`config.mk`:
```
export PLATFORM = sky130hd
export DESIGN_NAME = dpc_top
export DESIGN_NICKNAME = d
export VERILOG_FILES = /design/src/hw/dpc_pkg.sv /design/src/hw/dpc_top.sv /design/src/hw/dpc_edge.sv /design/src/hw/dpc_counter.sv
export VERILOG_INCLUDE_DIRS = /design/src /design/src/hw
export SDC_FILE = /design/constraint.sdc
export NUM_CORES = 1
export LEC_CHECK = 0
export BUFFER_PORTS_ARGS = -buffer_cell sky130_fd_sc_hd__buf_2
export CORE_MARGIN = 1
export CORE_UTILIZATION = 53
export DETAILED_ROUTE_END_ITERATION = 8
export GPL_TIMING_DRIVEN = 0
export HOLD_SLACK_MARGIN = 0.02
export PLACE_DENSITY = 0.8
export SETUP_SLACK_MARGIN = 0.02
export SLEW_MARGIN = 25
export SYNTH_ARGS = -nofsm -noshare
export SYNTH_HDL_FRONTEND = slang
export SYNTH_SLANG_ARGS = --single-unit
export TNS_END_PERCENT = 1
```
`constraint.sdc`:
```
create_clock -name ref_clk -period 2.18 [get_ports ref_clk]
set_input_delay 0.327 -clock ref_clk [delete_from_list [all_inputs] [get_ports ref_clk]]
set_output_delay 0.327 -clock ref_clk [all_outputs]
set_load 0.1 [all_outputs]
```
`src/hw/dpc_cfg.svh`:
```
// Register offsets, field positions, reset values and write masks of the pulse counters.
`ifndef DPC_CFG_SVH
`define DPC_CFG_SVH
`define DPC_OFF_CTRL      8'h40
`define DPC_OFF_C1_LO     8'h41
`define DPC_OFF_C1_HI     8'h42
`define DPC_OFF_C2_LO     8'h43
`define DPC_OFF_C2_HI     8'h44
`define DPC_OFF_RTC       8'h48
`define DPC_BIT_C1_EN     7
`define DPC_BIT_C1_IE     6
`define DPC_BIT_C1_OVF    4
`define DPC_BIT_C2_EN     3
`define DPC_BIT_C2_IE     2
`define DPC_BIT_C2_OVF    0
`define DPC_BIT_RTC_IE    0
`define DPC_BIT_RTC_FLAG  1
`define DPC_CTRL_RST      8'h00
`define DPC_CNT_RST       16'h0000
`define DPC_CTRL_WMASK    8'hdd
`define DPC_RTC_WMASK     8'h03
`endif

```
`src/hw/dpc_pkg.sv`:
```
// Types shared by the dual pulse counter design.
package dpc_pkg;
    typedef struct packed {
        logic        psel;
        logic        penable;
        logic        pwrite;
        logic [31:0] paddr;
        logic [31:0] pwdata;
    } dpc_apb_req_s;
    typedef struct packed {
        logic        pready;
        logic        pslverr;
        logic [31:0] prdata;
    } dpc_apb_rsp_s;
    typedef struct packed {
        logic [15:0] count;
        logic        wrapped_clean;
    } dpc_cnt_s;
    typedef struct packed {
        logic [2:0] sync;
    } dpc_edge_s;
    typedef struct packed {
        logic c1_en;
        logic c1_ie;
        logic c1_ovf;
        logic c2_en;
        logic c2_ie;
        logic c2_ovf;
        logic rtc_ie;
        logic rtc_flag;
    } dpc_ctrl_s;
    typedef enum logic [1:0] {
        DPC_IDLE,
        DPC_ACCESS
    } dpc_bus_e;
endpackage

```
`src/hw/dpc_top.sv`:
```
// Dual pulse counters with shared control register and merged interrupt request.
//
// Operation
// - Two independent 16-bit counters, pulses up to 1 MHz, counting only while enabled.
// - Enable bit starts counting; clearing it holds the value.
// - Each enabled counter increments once per falling edge of its input.
// - Counters are readable and writable one byte at a time.
// - Reset clears both counters and the control register.
// - Pulses during a counter write may be lost; reads never lose them.
// - Wrap from all ones to zero sets overflow flag when irq enabled.
// - Overflow flag set by hardware or software, cleared only by software.
// - All-ones load after clean zero does not flag on next pulse.
// - Control bits: en1, ie1, 0, flag1, en2, ie2, 0, flag2.
// - Flag requests interrupt only with its enable; enables read-write.
// - Counter and clock flags are ORed into the external request.
// - Requests serviced only with external interrupt enable active.
// - Serviced only if no routine runs and no pin request pends.
// - Clock flag set by divider overflow or software, cleared by software.
// - Clock request passes only while its enable bit is one.
`timescale 1ns/100ps
`default_nettype none
`include "dpc_cfg.svh"
module dpc_top (
    input  wire logic                  ref_clk,
    input  wire logic                  rst,
    input  wire dpc_pkg::dpc_apb_req_s apb_req,
    output dpc_pkg::dpc_apb_rsp_s      apb_rsp,
    input  wire logic                  pulse_input_one,
    input  wire logic                  pulse_input_two,
    input  wire logic                  rtc_overflow,
    input  wire logic                  external_irq_pin,
    input  wire logic                  ext_irq_enable,
    input  wire logic                  irq_in_service,
    output logic                       external_irq_req,
    output logic                       irq_service
);
    import dpc_pkg::*;

    // ****************************************************************
    // State.
    // ****************************************************************
    typedef struct packed {
        dpc_ctrl_s    ctrl;
        dpc_bus_e     phase;
        logic [31:0]  rdata;
        logic         err;
        logic [1:0]   pin_sync;
        logic         irq;
        logic         service;
    } dpc_top_s;
    dpc_top_s    state_reg;
    dpc_top_s    state_next;

    logic        fall_one;
    logic        fall_two;
    logic [15:0] count_one;
    logic [15:0] count_two;
    logic        wrap_one;
    logic        wrap_two;
    logic        wr_strobe;
    logic [7:0]  addr;
    logic [7:0]  wbyte;
    logic [7:0]  ctrl_byte;
    logic [7:0]  rtc_byte;

    // ****************************************************************
    // Helpers.
    // ****************************************************************
    function automatic logic [7:0] pack_ctrl(input dpc_ctrl_s c);
        logic [7:0] b;
        b = `DPC_CTRL_RST;
        b[`DPC_BIT_C1_EN]  = c.c1_en;
        b[`DPC_BIT_C1_IE]  = c.c1_ie;
        b[`DPC_BIT_C1_OVF] = c.c1_ovf;
        b[`DPC_BIT_C2_EN]  = c.c2_en;
        b[`DPC_BIT_C2_IE]  = c.c2_ie;
        b[`DPC_BIT_C2_OVF] = c.c2_ovf;
        return b;
    endfunction

    function automatic logic is_mapped(input logic [7:0] a);
        return a == `DPC_OFF_CTRL || a == `DPC_OFF_C1_LO || a == `DPC_OFF_C1_HI
            || a == `DPC_OFF_C2_LO || a == `DPC_OFF_C2_HI || a == `DPC_OFF_RTC;
    endfunction

    // ****************************************************************
    // Counters.
    // ****************************************************************
    assign addr      = apb_req.paddr[9:2];
    assign wbyte     = apb_req.pwdata[7:0];
    assign wr_strobe = apb_req.psel & apb_req.penable & apb_req.pwrite
                     & (apb_req.paddr[31:10] == 22'h000000) & (apb_req.paddr[1:0] == 2'h0);
    assign ctrl_byte = pack_ctrl(state_reg.ctrl);
    assign rtc_byte  = {6'h00, state_reg.ctrl.rtc_flag, state_reg.ctrl.rtc_ie};

    dpc_edge u_edge_one (
        .ref_clk (ref_clk),
        .rst     (rst),
        .pin     (pulse_input_one),
        .fall    (fall_one)
    );
    dpc_edge u_edge_two (
        .ref_clk (ref_clk),
        .rst     (rst),
        .pin     (pulse_input_two),
        .fall    (fall_two)
    );
    dpc_counter u_count_one (
        .ref_clk (ref_clk),
        .rst     (rst),
        .enable  (state_reg.ctrl.c1_en),
        .fall    (fall_one),
        .wr_lo   (wr_strobe && addr == `DPC_OFF_C1_LO),
        .wr_hi   (wr_strobe && addr == `DPC_OFF_C1_HI),
        .wdata   (wbyte),
        .count   (count_one),
        .wrap    (wrap_one)
    );
    dpc_counter u_count_two (
        .ref_clk (ref_clk),
        .rst     (rst),
        .enable  (state_reg.ctrl.c2_en),
        .fall    (fall_two),
        .wr_lo   (wr_strobe && addr == `DPC_OFF_C2_LO),
        .wr_hi   (wr_strobe && addr == `DPC_OFF_C2_HI),
        .wdata   (wbyte),
        .count   (count_two),
        .wrap    (wrap_two)
    );

    // ****************************************************************
    // Bus, flags and interrupt.
    // ****************************************************************
    always_comb begin
        state_next = state_reg;
        state_next.pin_sync = {state_reg.pin_sync[0], external_irq_pin};
        unique case (state_reg.phase)
            DPC_IDLE: begin
                if (apb_req.psel && !apb_req.penable) begin
                    state_next.phase = DPC_ACCESS;
                    state_next.err   = !is_mapped(apb_req.paddr[9:2])
                                     || apb_req.paddr[31:10] != 22'h000000
                                     || apb_req.paddr[1:0] != 2'h0;
                    unique case (apb_req.paddr[9:2])
                        `DPC_OFF_CTRL:  state_next.rdata = {24'h000000, ctrl_byte};
                        `DPC_OFF_C1_LO: state_next.rdata = {24'h000000, count_one[7:0]};
                        `DPC_OFF_C1_HI: state_next.rdata = {24'h000000, count_one[15:8]};
                        `DPC_OFF_C2_LO: state_next.rdata = {24'h000000, count_two[7:0]};
                        `DPC_OFF_C2_HI: state_next.rdata = {24'h000000, count_two[15:8]};
                        `DPC_OFF_RTC:   state_next.rdata = {24'h000000, rtc_byte};
                        default:        state_next.rdata = 32'h00000000;
                    endcase
                    if (state_next.err || apb_req.pwrite) begin
                        state_next.rdata = 32'h00000000;
                    end
                end
            end
            DPC_ACCESS: begin
                state_next.phase = DPC_IDLE;
            end
        endcase
        if (wr_strobe && addr == `DPC_OFF_CTRL) begin
            state_next.ctrl.c1_en  = wbyte[`DPC_BIT_C1_EN];
            state_next.ctrl.c1_ie  = wbyte[`DPC_BIT_C1_IE];
            state_next.ctrl.c1_ovf = wbyte[`DPC_BIT_C1_OVF];
            state_next.ctrl.c2_en  = wbyte[`DPC_BIT_C2_EN];
            state_next.ctrl.c2_ie  = wbyte[`DPC_BIT_C2_IE];
            state_next.ctrl.c2_ovf = wbyte[`DPC_BIT_C2_OVF];
        end
        if (wr_strobe && addr == `DPC_OFF_RTC) begin
            state_next.ctrl.rtc_ie   = wbyte[`DPC_BIT_RTC_IE];
            state_next.ctrl.rtc_flag = wbyte[`DPC_BIT_RTC_FLAG];
        end
        // Hardware sets win over a software clear in the same cycle.
        if (wrap_one && state_reg.ctrl.c1_ie) begin
            state_next.ctrl.c1_ovf = 1'b1;
        end
        if (wrap_two && state_reg.ctrl.c2_ie) begin
            state_next.ctrl.c2_ovf = 1'b1;
        end
        if (rtc_overflow) begin
            state_next.ctrl.rtc_flag = 1'b1;
        end
        state_next.irq = state_reg.pin_sync[1]
                       | (state_reg.ctrl.c1_ovf & state_reg.ctrl.c1_ie)
                       | (state_reg.ctrl.c2_ovf & state_reg.ctrl.c2_ie)
                       | (state_reg.ctrl.rtc_flag & state_reg.ctrl.rtc_ie);
        state_next.service = ext_irq_enable & ~irq_in_service & ~state_reg.pin_sync[1]
                           & ((state_reg.ctrl.c1_ovf & state_reg.ctrl.c1_ie)
                           | (state_reg.ctrl.c2_ovf & state_reg.ctrl.c2_ie)
                           | (state_reg.ctrl.rtc_flag & state_reg.ctrl.rtc_ie));
    end

    always_ff @(posedge ref_clk) begin
        if (rst) begin
            state_reg <= '{ctrl: '0, phase: DPC_IDLE, rdata: 32'h00000000, err: 1'b0,
                           pin_sync: 2'h0, irq: 1'b0, service: 1'b0};
        end else begin
            state_reg <= state_next;
        end
    end

    assign apb_rsp.pready   = state_reg.phase == DPC_ACCESS;
    assign apb_rsp.pslverr  = state_reg.phase == DPC_ACCESS && state_reg.err;
    assign apb_rsp.prdata   = state_reg.rdata;
    assign external_irq_req = state_reg.irq;
    assign irq_service      = state_reg.service;
endmodule
`default_nettype wire

```
`src/hw/dpc_edge.sv`:
```
// Pin synchroniser and falling edge detector for one pulse input.
`timescale 1ns/100ps
`default_nettype none
module dpc_edge (
    input  wire logic ref_clk,
    input  wire logic rst,
    input  wire logic pin,
    output logic      fall
);
    import dpc_pkg::*;
    dpc_edge_s state_reg;
    dpc_edge_s state_next;
    always_comb begin
        state_next = {state_reg.sync[1:0], pin};
    end
    always_ff @(posedge ref_clk) begin
        if (rst) begin
            state_reg <= '0;
        end else begin
            state_reg <= state_next;
        end
    end
    // Only the second and third stages feed the edge test.
    assign fall = state_reg.sync[2] & ~state_reg.sync[1];
endmodule
`default_nettype wire

```
`src/hw/dpc_counter.sv`:
```
// One 16-bit pulse counter with byte-wise software load.
`timescale 1ns/100ps
`default_nettype none
module dpc_counter (
    input  wire logic        ref_clk,
    input  wire logic        rst,
    input  wire logic        enable,
    input  wire logic        fall,
    input  wire logic        wr_lo,
    input  wire logic        wr_hi,
    input  wire logic [7:0]  wdata,
    output logic      [15:0] count,
    output logic             wrap
);
    import dpc_pkg::*;
    dpc_cnt_s state_reg;
    dpc_cnt_s state_next;
    logic     inc;
    always_comb begin
        state_next = state_reg;
        inc        = enable & fall & ~(wr_lo | wr_hi);
        if (wr_lo | wr_hi) begin
            if (wr_lo) begin
                state_next.count[7:0] = wdata;
            end
            if (wr_hi) begin
                state_next.count[15:8] = wdata;
            end
            // Byte loads of all ones keep a clean zero clean, so an all-ones load in two steps.
            // Still gives no flag on the next wrap.
            if (wdata != 8'hff) begin
                state_next.wrapped_clean = 1'b0;
            end
        end else if (inc) begin
            state_next.count         = state_reg.count + 16'h0001;
            state_next.wrapped_clean = (state_reg.count == 16'hffff);
        end
    end
    always_ff @(posedge ref_clk) begin
        if (rst) begin
            state_reg <= '{count: 16'h0000, wrapped_clean: 1'b1};
        end else begin
            state_reg <= state_next;
        end
    end
    assign count = state_reg.count;
    // Wraps after an all-ones load from a clean zero are suppressed.
    assign wrap  = inc && state_reg.count == 16'hffff && !state_reg.wrapped_clean;
endmodule
`default_nettype wire

```
======== After elaboration in Yosys (flattened, before gate mapping) ========
Index checks and enable logic that the tools add are counted.
operators by class
  equal/unequal tests ..................... 17
  add/sub/neg operators ................... 2
  bitwise gates (word level) .............. 29
  muxes and demuxes ....................... 18
  reduce and logical (&&, ||, !) cells .... 43
operator list
  operator                                                                count
  17-bit 2-to-1 mux                                                       4
  8-bit by 7-bit equality test with 1-bit output (second input constant)  6
  8-bit one-hot mux with 6 select lines                                   1
  8-bit 2-to-1 mux                                                        5
  35-bit 2-to-1 mux                                                       1
  16-bit by 1-bit adder with 16-bit output (second input constant)        2
  16-bit equality test (second input constant)                            2
  22-bit zero test                                                        1
  22-bit nonzero test                                                     1
  1-bit bitwise AND                                                       16
  1-bit logical AND                                                       14
  2-bit AND reduction                                                     7
  2-bit nonzero test                                                      6
  1-bit logical OR                                                        8
  2-bit by 1-bit != test with 1-bit output (second input constant)        4
  8-bit != test (second input constant)                                   1
  1-bit OR                                                                7
  2-bit != test (second input constant)                                   3
  1-bit inverter                                                          6
  1-bit 2-to-1 mux                                                        5
  1-bit zero test                                                         4
  2-bit zero test                                                         2
  4-bit 2-to-1 mux                                                        1
  2-bit one-hot mux with 2 select lines                                   1
  2-bit by 1-bit equality test with 1-bit output (second input constant)  1
storage, ports and cells
  word-level logic and storage cells ...... 131
  input bits .............................. 75
  bits in registers ....................... 87

======== Longest topological paths before layout ========
  depth in word-level cells ............... 13
  depth in mapped cells ................... 8
  gate-level depth less buffers ........... 7

======== Cells and area by module ========
A second synthesis with hierarchy kept.
second synthesis, totals
  cell total of the unflattened synthesis .. 513
  area total of the unflattened synthesis .. 4,429.2 um^2
by module, submodules not included
  module       seq. area each (um^2)  cells an instance  area each (um^2)  times used
  dpc_counter  340.3                  156                1,257.5           2
  dpc_top      440.4                  187                1,739.2           1
  dpc_edge     60.1                   7                  87.6              2

======== Least setup slack after synthesis ========
Ideal clock, no wire load.
  path kind ............................... input-to-reg
  from .................................... in apb_req[47] (netlist name)
  to ...................................... reg u_count_two.state_reg[0] (netlist name)
  stages on the path ...................... 6
  setup time .............................. 0.120 ns
  arrival ................................. 1.902 ns
  setup slack ............................. 0.158 ns
  buffers on the path ..................... 1
  cells stage by stage .................... nor4_1 nand3_1 a211oi_2 buf_2 a21oi_1 a211o_1
between the ends
  cells in the longest elaborated chain, start to end .. 9
RTL lines
  element                               RTL line                              source
  start, declared                       dpc_top.sv:26                         input wire dpc_pkg::dpc_apb_req_s apb_req,
  22-bit zero test (*)                  dpc_top.sv:92                         & (apb_req.paddr[31:10] == 22'h000000) & (apb_req.paddr[1:0] == 2'h0);
  1-bit bitwise AND (*) (2 in a row)    dpc_top.sv:92
  1-bit logical AND (no source line)    n/a
  1-bit OR (*)                          dpc_counter.sv:21, dpc_counter.sv:22
  1-bit inverter                        dpc_counter.sv:21                     inc = enable & fall & ~(wr_lo | wr_hi);
  1-bit bitwise AND                     dpc_counter.sv:21
  2-bit nonzero test (no source line)   n/a
  2-bit AND reduction (no source line)  n/a
  end signal, assigned                  dpc_counter.sv:41                     state_reg <= '{count: 16'h0000, wrapped_clean: 1'b1};
  end signal, assigned                  dpc_counter.sv:43                     state_reg <= state_next;
  end, declared                         dpc_counter.sv:16                     dpc_cnt_s state_reg;
Mark *: on every way between the ends. The rest lies on a longest branch, timed or not.
A chain may end at the register's enable or synchronous reset.

======== Final worst setup path ========
  from .................................... in apb_req[39] (netlist name)
  to ...................................... reg u_count_one.state_reg, in the netlist u_count_one.count[14]
between the ends
  cells in the longest elaborated chain, start to end .. 7
RTL lines
  element                                         RTL line
  8-bit by 7-bit equality test with 1-bit output  n/a
  1-bit logical AND (no source line)              n/a
  1-bit OR                                        dpc_counter.sv:21, dpc_counter.sv:22
  1-bit inverter                                  dpc_counter.sv:21
  1-bit bitwise AND                               dpc_counter.sv:21
  2-bit nonzero test (no source line)             n/a
  2-bit AND reduction (no source line)            n/a
  end signal, assigned                            dpc_counter.sv:41
  end signal, assigned                            dpc_counter.sv:43
  end, declared                                   dpc_counter.sv:16
Parallel ways exist; a longest one is shown, timed or not.

==> results.toml <==
[synthesis]
ys_seq_area_frac = 0.314
yosysTopAreaCell = "dfxtp_1"
syn_area_per_cell_sq_um = 8.06
synth.distinct_cells = 55
syn_area_sq_um = 3960
synth.area.top_cells = "dfxtp_1, buf_4, a21oi_1"
synth-simple-area-share = 0.281
synth.most_common_cell = "dfxtp_1"
yosys.area_share.adder = 0.00633
syn_inst = 491
muxShareOfSynthArea = 0.0576
synth-xor-area-share = 0
synth_top_family_by_area = "simple AND/OR/NAND/NOR gates"
ys_ff_latch = 62
yosysWarnings = 0
synth-edff-count = 0
synth_compound_area_frac = 0.245
synth_common_cells = "dfxtp_1, a21oi_1, o21ai_0, buf_4, nor2_1"
yosys.area.top_type_share = 0.314
synthArstFlopShare = 0
synth-main-ff-cell = "dfxtp_1"

[timing]
fin_crit_sh = 0.950
clock_skew_ps = 12.4
setup_violations = 0
hold_slack_ps = 192
period_needed_ps = 2070
drv_slew = 0
slew_headroom = 0.584
max_clock_freq_mhz = 483
finalSetupTns_ps = 0
rsz0062_at_grt = "yes"
worstMarginPinSlew_ps = 625
hold_viol_final = 0

[pwr]
vdd_ir_drop_max_v = 0.000334
switching_share = 0.297
power_density_nw_per_um2 = 539
p_comb_frac = 0.148
p_leak_nw = 1.80
p_sw_uw = 766
clkPwrFrac = 0.407
p_int_mw = 1.81
pwr-share-seq = 0.444
total_power_mw = 2.58

[floorplan]
coreArea_sq_um = 7210
rows = 31
die_x_um = 88.4
ioPinCount = 111
fp.dieH_um = 88.4
dieArea_sq_um = 7810
start_util = 0.548

[global_routing]
antenna_found_initial = 0
grt_start_max_net_pins = 11
grt_pass1_vias = 3721
grt_usage = 0.320
grt_pass1_wl_um = 18700
grt_overflow_total = 0

[setup_path]
worstPathRequired_ps = 2380
crit_family = "simple AND/OR/NAND/NOR gates"
cpMaxStageDelayCell = "or4b_4"
path_buf_inv = 2
worstSetupEndpointType = "flip-flop"
critPathMaxFanout = 10
arrival_ps = 2280
critPathMaxStageDelay_ps = 570
startpoint_type = "input pin"
path_class = "input pin to flip-flop"
path_cells = "buf_2 > or4b_4 > nor3_4 > buf_2 > a31oi_2 > o31ai_1 > a21oi_1"
worst_path_most_repeated_cell = "buf_2"

[clock_network]
cts_root_buf = "clkbuf_8"
path_clk_slew_ps = 70
worstSkewPairLatency_ps = 350
clock_sink_count = 62
cts_buffers = 9
htreeDepth = 3
hold_buffers = 0
cts_tree = "built"
clockBufferDepth = 2

[detailed_routing]
firstDrtPassIters = 8
met3_length_um = 1340
wl_um = 12300
ant_nets = 0
highest_layer = "met4"
drt_iter0_drc = 488
wl_met2_um = 5570
num_vias = 4250
wl_met1_um = 4910
wire_per_inst_um = 17.8
avgViaCountPerCell = 6.14
drc = 2

[placed_design]
placed_area_sq_um = 4470
dp_hpwl_um = 9060
port-buffer-count = 60
routabilityCongestion = 0.955

[final_layout]
diodes = 0
fill_cells = 642
finalInstanceArea_sq_um = 4790
area_growth_pct = 21.0
final_nets = 665
layout-drive-gt1-share = 0.263

[status]
failed_checks = "design-rule violations"
status = "complete, but fails checks"

[flow_run]
cap_violations = 0

[min_path]
hold_path_class = "input pin to flip-flop"
[final cells by class]
class,count,area [sq um],area share
Clock buffer,12,155,0.0324
Sequential cell,62,1240,0.260
Buffer,57,360,0.0753
Multi-Input combinational cell,390,2520,0.526
Timing Repair Buffer,63,323,0.0674
Inverter,5,18.8,0.00392
Clock inverter,4,45.0,0.00941
Tap cell,99,124,0.0259
[worst paths after layout]
kind | start | endpoint | slack [ps] | depth (start not counted)
max reg2reg | u_count_one.count[0] | ctrl_byte[4] | 130 | 7
min reg2reg | state_reg[3] | irq_service | 430 | 1
max | apb_req[39] | u_count_one.count[14] | 110 | 7
min | external_irq_pin | state_next[3] | 190 | 2
[cell usage in the layout (no fill, tap or decap), types with 8 or more instances in the layout]
master,n
dfxtp_1,60
and2_1,18
clkbuf_8,11
buf_4,38
nand2_1,31
nand3_1,18
o21ai_0,36
nor4_1,13
o21ai_1,12
nand4_1,10
conb_1,24
a22oi_1,12
nor3_1,17
nor2b_1,19
buf_2,66
and3_1,8
nor2_1,33
clkbuf_1,16
a21oi_1,42
[kinds of logic after synthesis]
| kind of cell | count (synthesis) |
|---|---|
| mux | 15 |
| flops | 62 |
| fa+ha+maj | 2 |
| simple gates | 200 |
| buf+inv | 62 |
| compound gates | 149 |
| other cells | 1 |
[what timing repair did]
| item | in CTS | in global routing |
|---|---|---|
| endpoints found under the setup margin | 3 | 32 |
| gates resized for setup | 2 | 17 |
| hold endpoints to repair | 0 | 0 |
| buffers inserted | 0 | 3 |
| pin swaps | 0 | 4 |
[metrics by stage]
stage | setup slack (ps) | utilization | std cells
after detailed placement | -331 | 0.619 | 673
after global routing | -5.52 | 0.664 | 692
final | 109 | 0.664 | 692
after CTS | 27.3 | 0.648 | 689
after global placement | -265 | 0.619 | 673
after floorplan | 158 | - | 514
[power by group through the flow]
stage | sequential, mW | combinational, mW | clock [mW]
after CTS | 1.15 | 0.374 | 1.05
after global routing | 1.15 | 0.399 | 1.10
final | 1.15 | 0.382 | 1.05
after global placement | 1.17 | 0.370 | 0
after detailed placement | 1.17 | 0.374 | 0
after floorplan | 1.17 | 0.284 | 0
[worst reg2reg max path: cells and delay by family, from the launching register on]
family          cells  cell delay (ps)
flops               1              450
simple gates        5             1110
compound gates      1              150
fa+ha+maj           1              260
[routing by layer]
| metal | vias up | global-route usage |
|---|---|---|
| met1 | 1937 | 0.411 |
| met2 | 297 | 0.508 |
| li1 | 1976 | - |
| met5 | - | 0 |
| met4 | 0 | 0.166 |
| met3 | 40 | 0.0672 |
Note: power is estimated with default switching activity, not from simulation.
